**src/buffer_field_map.svh**
```systemverilog
`ifndef BUFFER_FIELD_MAP_SVH
`define BUFFER_FIELD_MAP_SVH

// ----------------------------------------------------------------------------
// Register offsets
// ----------------------------------------------------------------------------
`define ADDR_HEADER 4'h0
`define ADDR_PAYLOAD 4'h1
`define ADDR_SLOT_STATUS 4'h2
`define ADDR_CTRL_STATUS 4'h3
`define ADDR_CYCLE_FILTER 4'h4
`define ADDR_SETUP 4'h5

// ----------------------------------------------------------------------------
// Header word fields
// ----------------------------------------------------------------------------
`define HDR_RESERVED 31
`define HDR_PREAMBLE 30
`define HDR_NULL_FRAME 29
`define HDR_SYNC 28
`define HDR_STARTUP 27
`define HDR_ID_LSB 16
`define HDR_ID_MSB 26
`define HDR_LEN_LSB 9
`define HDR_LEN_MSB 15
`define HDR_CRC_LSB 0
`define HDR_CRC_MSB 8

// ----------------------------------------------------------------------------
// Control and status word fields
// ----------------------------------------------------------------------------
`define CS_CFG 0
`define CS_IRQ_FLAG 1
`define CS_IRQ_ENABLE 2
`define CS_LOCK 3
`define CS_COMMIT 4
`define CS_CH_ONE 5
`define CS_CH_TWO 6
`define CS_DATA_UPD 7
`define CS_KIND 8
`define CS_CYC_FILT_EN 9
`define CS_TX_TYPE 10
`define CS_VALID 11
`define CS_CYCLE_LSB 16
`define CS_CYCLE_MSB 21

// ----------------------------------------------------------------------------
// Setup word fields and reset values
// ----------------------------------------------------------------------------
`define SETUP_CONFIG 0
`define SETUP_TYPE_LSB 1
`define SETUP_TYPE_MSB 3
`define RESET_WORD 32'h0000_0000
`define RESET_SETUP 32'h0000_0001

`endif

```
**src/buffer_field_pkg.sv**
```systemverilog
package buffer_field_pkg;

  // Buffer kinds as seen from the host.
  typedef enum logic [2:0] {
    BUF_RECEIVE = 3'h0,
    BUF_FIFO = 3'h1,
    BUF_TX_STATIC = 3'h2,
    BUF_TX_DYNAMIC = 3'h3,
    BUF_TX_DOUBLE_HOST = 3'h4,
    BUF_TX_DOUBLE_CC = 3'h5
  } buf_kind_t;

  // Host access permission of one field.
  typedef enum logic [1:0] {
    ACC_RO = 2'h0,
    ACC_WR = 2'h1,
    ACC_CFG = 2'h2,
    ACC_NU = 2'h3
  } access_t;

  // Host register port request.
  typedef struct packed {
    logic [3:0] addr;
    logic [31:0] wdata;
    logic wr;
    logic rd;
  } host_req_t;

  // Controller-side updates of status fields.
  typedef struct packed {
    logic [31:0] header;
    logic [31:0] slotStatus;
    logic [5:0] cycle;
    logic headerLoad;
    logic slotLoad;
    logic irqSet;
    logic validSet;
    logic dataUpdSet;
    logic commitClear;
  } cc_update_t;

endpackage

```
**src/buffer_field_access_guard.sv**
```systemverilog
`include "buffer_field_map.svh"
`timescale 1ns/1ns
`default_nettype none

module buffer_field_access_guard (
  // Clock, reset and clock enable.
  input wire logic clk,
  input wire logic rst_b,
  input wire logic clkEn,
  // Host register port.
  input wire buffer_field_pkg::host_req_t hostReq,
  output logic [31:0] rdata,
  // Controller side.
  input wire buffer_field_pkg::cc_update_t ccUpdate,
  input wire logic lockGrant,
  output logic lockRequest,
  output logic configState,
  output logic [2:0] bufferKind
);

  // ----------------------------------------------------------------------------
  // Access decoding
  // ----------------------------------------------------------------------------

  // Header field permission: sel 0 reserved/preamble, 1 id/len/crc, 2 status bits.
  function automatic buffer_field_pkg::access_t hdrAccess(input logic [2:0] kind,
                                                          input logic [1:0] sel);
    buffer_field_pkg::access_t acc;
    acc = buffer_field_pkg::ACC_RO;
    unique case (kind)
      buffer_field_pkg::BUF_RECEIVE:
        acc = (sel == 2'h1) ? buffer_field_pkg::ACC_CFG : buffer_field_pkg::ACC_RO;
      buffer_field_pkg::BUF_TX_DYNAMIC: begin
        acc = (sel == 2'h2) ? buffer_field_pkg::ACC_NU : buffer_field_pkg::ACC_WR;
      end
      buffer_field_pkg::BUF_TX_STATIC, buffer_field_pkg::BUF_TX_DOUBLE_HOST: begin
        acc = (sel == 2'h2) ? buffer_field_pkg::ACC_NU : buffer_field_pkg::ACC_CFG;
      end
      default: acc = buffer_field_pkg::ACC_RO;
    endcase
    return acc;
  endfunction

  // True when a field of the given permission takes a host write now.
  function automatic logic canWrite(input buffer_field_pkg::access_t acc, input logic cfg);
    return (acc == buffer_field_pkg::ACC_WR) ||
           ((acc == buffer_field_pkg::ACC_CFG) && cfg);
  endfunction

  // ----------------------------------------------------------------------------
  // State
  // ----------------------------------------------------------------------------
  logic [31:0] header, next_header;
  logic [31:0] payload, next_payload;
  logic [31:0] slotStatus, next_slotStatus;
  logic [31:0] ctrl, next_ctrl;
  logic [11:0] filter, next_filter;
  logic [31:0] setup, next_setup;
  logic [31:0] next_rdata;

  logic [2:0] kind;
  logic cfg;
  logic isRx, isFifo, isTx, isCc;
  logic wrHdr, wrPay, wrCs, wrCf, wrSetup;
  buffer_field_pkg::access_t accA, accB;
  logic cfgWr;

  assign kind = setup[`SETUP_TYPE_MSB:`SETUP_TYPE_LSB];
  assign cfg = setup[`SETUP_CONFIG];
  assign isRx = (kind == buffer_field_pkg::BUF_RECEIVE);
  assign isFifo = (kind == buffer_field_pkg::BUF_FIFO);
  assign isCc = (kind == buffer_field_pkg::BUF_TX_DOUBLE_CC);
  assign isTx = !isRx && !isFifo;
  assign accA = hdrAccess(kind, 2'h0);
  assign accB = hdrAccess(kind, 2'h1);
  assign cfgWr = cfg && !isFifo && !isCc;
  assign wrHdr = hostReq.wr && (hostReq.addr == `ADDR_HEADER);
  assign wrPay = hostReq.wr && (hostReq.addr == `ADDR_PAYLOAD);
  assign wrCs = hostReq.wr && (hostReq.addr == `ADDR_CTRL_STATUS);
  assign wrCf = hostReq.wr && (hostReq.addr == `ADDR_CYCLE_FILTER);
  assign wrSetup = hostReq.wr && (hostReq.addr == `ADDR_SETUP);

  // Next-value computation for the buffer fields.
  always_comb begin
    next_header = header;
    next_payload = payload;
    next_slotStatus = slotStatus;
    next_ctrl = ctrl;
    next_filter = filter;
    next_setup = setup;
    // Controller updates of header, cycle, slot status and control status bits.
    if (ccUpdate.headerLoad && !isTx) begin
      next_header = ccUpdate.header;
      next_ctrl[`CS_CYCLE_MSB:`CS_CYCLE_LSB] = ccUpdate.cycle;
    end
    if (ccUpdate.slotLoad) begin
      next_slotStatus = ccUpdate.slotStatus;
    end
    if (ccUpdate.irqSet && !isFifo) begin
      next_ctrl[`CS_IRQ_FLAG] = 1'b1;
    end
    if (ccUpdate.validSet && !isFifo) begin
      next_ctrl[`CS_VALID] = 1'b1;
    end
    if (ccUpdate.commitClear) begin
      next_ctrl[`CS_COMMIT] = 1'b0;
    end
    // Host header writes, field by field; refused fields stay put.
    if (wrHdr) begin
      if (canWrite(accA, cfg)) begin
        next_header[`HDR_RESERVED] = hostReq.wdata[`HDR_RESERVED];
        next_header[`HDR_PREAMBLE] = hostReq.wdata[`HDR_PREAMBLE];
      end
      // A receive buffer takes only its frame ID; length and CRC stay read-only there.
      if (canWrite(accB, cfg)) begin
        if (isRx) begin
          next_header[`HDR_ID_MSB:`HDR_ID_LSB] = hostReq.wdata[`HDR_ID_MSB:`HDR_ID_LSB];
        end else begin
          next_header[`HDR_ID_MSB:`HDR_CRC_LSB] = hostReq.wdata[`HDR_ID_MSB:`HDR_CRC_LSB];
        end
      end
    end
    if (wrPay && isTx && !isCc) begin
      next_payload = hostReq.wdata;
    end
    // Host control writes.
    if (wrCs && !isCc) begin
      if (!isFifo) begin
        next_ctrl[`CS_IRQ_ENABLE] = hostReq.wdata[`CS_IRQ_ENABLE];
      end
      if (isTx) begin
        next_ctrl[`CS_COMMIT] = hostReq.wdata[`CS_COMMIT];
      end
      if (cfgWr) begin
        next_ctrl[`CS_CFG] = hostReq.wdata[`CS_CFG];
        next_ctrl[`CS_CH_ONE] = hostReq.wdata[`CS_CH_ONE];
        next_ctrl[`CS_CH_TWO] = hostReq.wdata[`CS_CH_TWO];
        next_ctrl[`CS_CYC_FILT_EN] = hostReq.wdata[`CS_CYC_FILT_EN];
        next_ctrl[`CS_KIND] = isTx & hostReq.wdata[`CS_KIND];
        if (isRx) begin
          next_ctrl[`CS_VALID] = hostReq.wdata[`CS_VALID];
        end
      end
      if ((cfgWr && isTx) || (kind == buffer_field_pkg::BUF_TX_DYNAMIC)) begin
        next_ctrl[`CS_TX_TYPE] = hostReq.wdata[`CS_TX_TYPE];
      end
    end else if (ccUpdate.dataUpdSet && isRx) begin
      next_ctrl[`CS_DATA_UPD] = 1'b1;
    end
    if (wrCs && cfgWr && isRx) begin
      next_ctrl[`CS_DATA_UPD] = hostReq.wdata[`CS_DATA_UPD] | ccUpdate.dataUpdSet;
    end
    if (wrCf && cfgWr) begin
      next_filter = hostReq.wdata[11:0];
    end
    if (wrSetup) begin
      next_setup = {28'h0000000, hostReq.wdata[`SETUP_TYPE_MSB:`SETUP_CONFIG]};
    end
  end

  // Read data with unused fields forced to zero.
  always_comb begin
    next_rdata = 32'h0000_0000;
    if (hostReq.rd) begin
      unique case (hostReq.addr)
        `ADDR_HEADER: begin
          if (!isCc) begin
            next_rdata = header;
            if (isTx) begin
              next_rdata[`HDR_NULL_FRAME] = 1'b0;
              next_rdata[`HDR_SYNC] = 1'b0;
              next_rdata[`HDR_STARTUP] = 1'b0;
            end
          end
        end
        `ADDR_PAYLOAD: next_rdata = isCc ? 32'h0000_0000 : payload;
        `ADDR_SLOT_STATUS: next_rdata = isCc ? 32'h0000_0000 : slotStatus;
        `ADDR_CTRL_STATUS: begin
          next_rdata = ctrl;
          next_rdata[`CS_LOCK] = lockGrant && !isCc;
          if (isTx) begin
            next_rdata[`CS_CYCLE_MSB:`CS_CYCLE_LSB] = 6'h00;
            next_rdata[`CS_DATA_UPD] = 1'b0;
          end
          if (isRx) begin
            next_rdata[`CS_COMMIT] = 1'b0;
            next_rdata[`CS_KIND] = 1'b0;
          end
          if (isFifo) begin
            next_rdata = 32'h0000_0000;
            next_rdata[`CS_LOCK] = lockGrant;
          end
        end
        `ADDR_CYCLE_FILTER: next_rdata = isFifo ? 32'h0000_0000 : {20'h00000, filter};
        `ADDR_SETUP: next_rdata = setup;
        default: next_rdata = 32'h0000_0000;
      endcase
    end
  end

  // State registers, frozen while the clock enable is low.
  always_ff @(posedge clk or negedge rst_b) begin
    if (!rst_b) begin
      header <= `RESET_WORD;
      payload <= `RESET_WORD;
      slotStatus <= `RESET_WORD;
      ctrl <= `RESET_WORD;
      filter <= 12'h000;
      setup <= `RESET_SETUP;
      rdata <= `RESET_WORD;
    end else if (clkEn) begin
      header <= next_header;
      payload <= next_payload;
      slotStatus <= next_slotStatus;
      ctrl <= next_ctrl;
      filter <= next_filter;
      setup <= next_setup;
      rdata <= next_rdata;
    end
  end

  // The request pulse follows the lock bit of the write itself, in the write's own cycle.
  assign lockRequest = clkEn && wrCs && !isCc && hostReq.wdata[`CS_LOCK];
  assign configState = cfg;
  assign bufferKind = kind;

endmodule

`default_nettype wire

```
**config.mk**
```make
export PLATFORM = sky130hd
export DESIGN_NAME = buffer_field_access_guard
export DESIGN_NICKNAME = d
export VERILOG_FILES = /design/src/buffer_field_pkg.sv /design/src/buffer_field_access_guard.sv
export VERILOG_INCLUDE_DIRS = /design/src
export SDC_FILE = /design/constraint.sdc
export NUM_CORES = 1
export LEC_CHECK = 0
export ABC_AREA = 1
export BUFFER_PORTS_ARGS = -buffer_cell sky130_fd_sc_hd__buf_2
export CAP_MARGIN = 20
export CORE_AREA = 2 2 147 149
export DETAILED_ROUTE_END_ITERATION = 7
export DIE_AREA = 0 0 149 151
export PLACE_DENSITY = 0.56
export SYNTH_ARGS = -nofsm -noshare
export SYNTH_HDL_FRONTEND = slang
export SYNTH_SLANG_ARGS = --single-unit
```
**constraint.sdc**
```tcl
create_clock -name clk -period 2.3 [get_ports clk]
set_clock_uncertainty 0.15 [all_clocks]
set_input_delay 0.46 -clock clk [delete_from_list [all_inputs] [get_ports clk]]
set_output_delay 0.46 -clock clk [all_outputs]
set_load 0.02 [all_outputs]
```
==> metrics.txt, run 1 <==
Arr. time, crit path=1570 ps; total grt overflow=0; DRT Pass-1 Iters=5; first-pass GRT wire length=around 40000 um; CTS buffer count=17; DRC=0; Tot Pwr=7.546 mW; vias in the first global route=6961; synthesized-area fraction occupied by adder cells=0%; Net Count, Synth=1151; ranking of synthesized cells by area=dfrtp_1 (49%), nand2_1 (18%), nand3_1 (8.7%); Hold Crit Class=primary input to register; Die X=149 um; Hold Path Origin=ccUpdate[9]; VDD IR max=0.4675 mV; status=finished, final reports clean; DR WL/cell=approximately 17 um; power per cell area=between 700 and 800 nW/um^2; Leak=around 5.3 nW; Worst-Margin Slew=548.3 ps; I/O Pins=155; Max Fclk=around 0.46 GHz; core area=20820 um^2; crit end category=output port; RSZ-0062 raised after global routing=no; Worst Path Required=1690 ps; Detail Placement HPWL=approximately 17000 um; XOR/XNOR share of the synthesized area=0%; Routed WL=25550 um; crit path launch type=register; most common cell in the netlist=nand2_1; clock slew seen by the registers of the worst setup and hold paths=70 ps; Final #Nets=between 1000 and 1500; Syn Std Cell Area=between 8000 and 9000 um^2; Clock Tree Root=clkbuf_16; Final Hold Vio Count=0; Util after Layout=roughly half; multiplexer share of the synthesized area=5.599%; Post-DP Area=9480 um^2; Synth Warn #=0; drt via density=about 5; crit-path max FO=6; synth unique cells=35; share of the synthesized area in the top cell type=48.56%; Gate power share=between 10% and 20%; IO Port Bufs=154; Fill cells=2110; Reg power frac=a little under half; n_diodes=0; final RePlAce weighted congestion=0.8488; CP startpoint=setup[3]$_DFFE_PN0P_; clock power share=36.0%; Tmin final=between 2000 and 2500 ps; WS Path Type=register to output port; CTS tree=yes; # setup viols final=0; Post-DRT Antenna Nets=0; Syn Area/Cell=about 8.0 um^2; die area=22500 um^2; Synth Flop Type=dfrtp_1; largest net degree at the start of global routing=65; commonest cells in the netlist=nand2_1 (406), dfrtp_1 (160), nand3_1 (143), inv_1 (61), o21ai_1 (52); cells after synthesis=around 1000; Synth Register Bits=161; area grow syn2layout=21.93%; Post-synth EDFFs=0; setup TNS=0 ps; GRT Resource Usage Total=around a quarter; row count=53; largest family of logic cells by synthesized area=simple AND/OR/NAND/NOR gates; H-tree Lvls=4; fin crit share=94.94%; most area-hungry cell type in the Yosys netlist=dfrtp_1; register area share after synthesis=48.88%; max-cap violations=0; DR iter-0 viols=420; net switching power=2.342 mW; detailed-route via count=approximately 7400; Die Ht=151 um; initial antenna violation count=0; Worst R2R Start=setup[2]$_DFFE_PN0P_; Compound-Gate Fraction of Synth Area=around 4.5%; Post-Synth Simple-Gate Area=33.95%; Sw Share=31.04%; Final Cell Area=between 10000 and 15000 um^2; layout cell share with drive strength beyond 1=25.31%; Pint=about 5.2 mW; Max Buffers Root-to-Sink=2; clk_lat worst skew=430 ps; Async S/R FF share, synth=100.0%; initial core utilization=a little under 40%; Final Slew Violations=0; Max-slew headroom=between 60% and 70%; Sink Count=161
stage by stage:
stage               cells  hold slack, ps  worst slack (ps)
floorplan            1033           14.41             92.15
detailed placement   1446           247.3             248.7
CTS                  1480           83.73             3.237
global route         1480           89.00             18.57
finish               1480           101.6             116.4
global placement     1446           252.0             272.4
state kept, by name, summed over array words and instances (netlist names):
signal	cells
payload	32
filter	12
setup	4
header	32
rdata	32
slotStatus	32
ctrl	17
worst paths after layout:
path	depth (start not counted)	end	slack [ps]
worst min-delay path	2	ctrl[19]$_DFFE_PN0P_	100
worst max register to register	8	header[14]$_DFFE_PN0P_	320
min in group asynchronous	2	slotStatus[7]$_DFFE_PN0P_	350
worst min register to register	2	rdata[22]$_DFFE_PN0P_	330
max in group asynchronous	3	setup[0]$_DFFE_PN1P_	980
worst max-delay path	5	lockRequest	120
per-layer routing:
layer / global-route usage (%) / vias to the layer above / share of wire (%)
met5: 0 / - / 0
met4: 5.667 / 0 / 1.3
met3: 5.000 / 25 / 5.7
met2: 37.03 / 224 / 46
met1: 33.10 / 3517 / 47
li1: - / 3660 / -
cell type report:
cell class                      count  area (um^2)  area share (%)
Tap cell                          275        344.1           3.423
Sequential cell                   161         4033           40.11
Clock buffer                       20        436.7           4.343
Inverter                           75        284.0           2.825
Timing Repair Buffer              196         1195           11.89
Clock inverter                     12        111.4           1.108
Multi-Input combinational cell    741         3650           36.30
timing repair:
item / 4_1_cts / 5_1_grt
hold endpoints to repair: 33 / 0
hold buffers: 1 / 0
setup endpoints to repair: 1 / 1
resized for setup: 1 / 2
setup buffers: 1 / 0
power groups by stage:
| stage | Sequential, mW | Clock, mW | Combinational [mW] |
|---|---|---|---|
| 5_1_grt | 3.46 | 2.88 | 1.58 |
| 2_1_floorplan | 3.42 | 0 | 0.877 |
| 3_3_place_gp | 3.47 | 0 | 1.38 |
| 3_5_place_dp | 3.47 | 0 | 1.40 |
| 4_1_cts | 3.41 | 2.76 | 1.42 |
| 6_report | 3.42 | 2.71 | 1.41 |
layout by cell type (no fill, tap or decap), types with 17 or more instances in the layout:
master / netlist / routed
dfrtp_1: 160 / 158
nand4_1: 21 / 21
nand2_1: 406 / 406
buf_4: 6 / 33
nand3_1: 143 / 142
mux2_2: 32 / 32
o21ai_1: 52 / 52
inv_1: 61 / 60
buf_2: 29 / 153
clkbuf_16: 0 / 17
nor2_1: 28 / 28
kinds of logic (layout without fill, tap and decap cells):
family | after synthesis | after routing
AO/OA/AOI/OAI | 69 | 69
AND/OR/NAND/NOR | 631 | 631
buffers and inverters | 131 | 303
multiplexers | 41 | 41
flip-flops | 161 | 161
critical path, cell delays in order (launching register included):
cell and delay (ps):
dfrtp_2 480, nand3_2 130, nand3_4 80, nor3_1 140, buf_4 150, buf_2 160
No activity file was read; power rests on OpenSTA's default activity.
==> inputs of run 2 (changes only) <==
- CORE_AREA: 2 2 147 149 -> 2 2 126 128
- DIE_AREA: 0 0 149 151 -> 0 0 128 130
- PLACE_DENSITY: 0.56 -> 0.74
==> metrics.txt, run 2 (synthesis gave the netlist of run 1 again) <==
Pint=roughly 5.6 mW; vias in the first global route=roughly 7200; Max-slew headroom=a little over three fifths; CTS tree=yes; M1 wire length=10500 um; DR iter-0 viols=813; power per cell area=about 800 nW/um^2; commonest non-fill, non-tap cell in the layout=nand2_1; Max Fclk=0.4675 GHz; Reg power frac=a little over two fifths; RSZ-0062 raised after global routing=no; max-cap violations=0; CTS buffer count=17; area grow syn2layout=21.31%; Final Hold Vio Count=0; Tmin final=2139 ps; largest net degree at the start of global routing=61; IO Port Bufs=154; Sw Share=28.44%; Sink Count=161; net switching power=around 2.2 mW; Final #Nets=around 1300; total grt overflow=0; VDD IR max=0.5899 mV; Post-DRT Antenna Nets=0; GRT Resource Usage Total=between 20 and 30%; Hold Crit Class=primary input to register; detailed-route via count=7731; core area=15420 um^2; Die X=128 um; final RePlAce weighted congestion=0.8915; Arr. time, crit path=1530 ps; crit-path max FO=6; row count=46; I/O Pins=155; # setup viols final=0; crit path launch type=register; drt via density=5.546; Final Slew Violations=0; setup TNS=0 ps; Leak=5.299 nW; initial core utilization=53.46%; clock slew seen by the registers of the worst setup and hold paths=around 60 ps; Util after Layout=64.84%; DRT Pass-1 Iters=5; DRC=0; first-pass GRT wire length=37920 um; DR WL/cell=17.29 um; Min Hold Slack=106.9 ps; Die Ht=~130 um; most frequent cells in the layout=nand2_1 (406), dfrtp_1 (158), buf_2 (153); Gate power share=17.9%; DR WL met2=approximately 11000 um; Worst Path Required=1690 ps; die area=16640 um^2; fin crit share=92.99%; Max Buffers Root-to-Sink=2; status=finished, final reports clean; clk_lat worst skew=approximately 430 ps; initial antenna violation count=0; WS Path Type=register to output port; n_diodes=0; met3 wire length=1888 um; Worst-Margin Slew=around 550 ps; Clock Tree Root=clkbuf_16; Top Metal Used=met4; layout cell share with drive strength beyond 1=25.04%; Detail Placement HPWL=16490 um; clock power share=38.0%; Fill cells=1381; Routed WL=24100 um; H-tree Lvls=4; crit end category=output port
run 2: cell count changes in the layout (fill, tap and decap cells not counted), sizes merged:
cell and change:
buf -3, bufinv +2, clkbuf +7, clkinv -1, clkinvlp -6, inv -2
run 2: cell type report:
type | instances | area, um^2 | share of cell area [%]
Clock buffer | 27 | 523.0 | 5.229
Sequential cell | 161 | 4033 | 40.32
Clock inverter | 5 | 100.1 | 1.001
Timing Repair Buffer | 193 | 1172 | 11.72
Inverter | 75 | 284.0 | 2.840
Multi-Input combinational cell | 741 | 3650 | 36.49
Tap cell | 192 | 240.2 | 2.402
run 2: layer usage:
layer	global-route usage, %	vias to the layer above
met1	42.15	3656
met4	11.38	0
met2	46.12	371
li1	-	3647
met5	0	-
met3	5.945	57
run 2: final timing paths:
kind	slack, ps	depth (start not counted)	end	from
min in group asynchronous	370	2	rdata[4]$_DFFE_PN0P_	rst_b
worst max-delay path	160	4	lockRequest	setup[3]$_DFFE_PN0P_
worst min register to register	320	2	rdata[1]$_DFFE_PN0P_	rdata[1]$_DFFE_PN0P_
worst max register to register	270	5	header[28]$_DFFE_PN0P_	setup[2]$_DFFE_PN0P_
max in group asynchronous	990	3	setup[0]$_DFFE_PN1P_	rst_b
worst min-delay path	110	2	slotStatus[9]$_DFFE_PN0P_	ccUpdate[21]
run 2: repair_timing:
action	CTS	global route
endpoints found under the setup margin	1	1
setup buffers	0	1
endpoints found under the hold margin	35	0
hold buffers	1	0
resized for setup	1	2
run 2: power by group through the flow:
stage	registers, mW	clock network [mW]	logic (mW)
after floorplan	3.42	0	0.877
after global routing	3.47	3.13	1.56
after detailed placement	3.48	0	1.37
final	3.44	2.97	1.40
after global placement	3.46	0	1.34
after CTS	3.43	3.00	1.38
run 2: metrics by stage:
step | cell area [um^2] | setup WS [ps] | power, mW | std cells
after global routing | 10000 | 43.48 | 8.167 | 1394
after CTS | 9988 | 41.33 | 7.815 | 1393
after floorplan | 8245 | 92.15 | 4.296 | 1033
after detailed placement | 9354 | 244.4 | 4.845 | 1360
final | 10000 | 161.1 | 7.817 | 1394
after global placement | 9354 | 296.5 | 4.805 | 1360
run 2: worst max-delay path: stages (launching register included):
cell and delay, ps:
dfrtp_1 490, nand3_2 170, nand3_4 120, nor3_1 130
buf_2 190
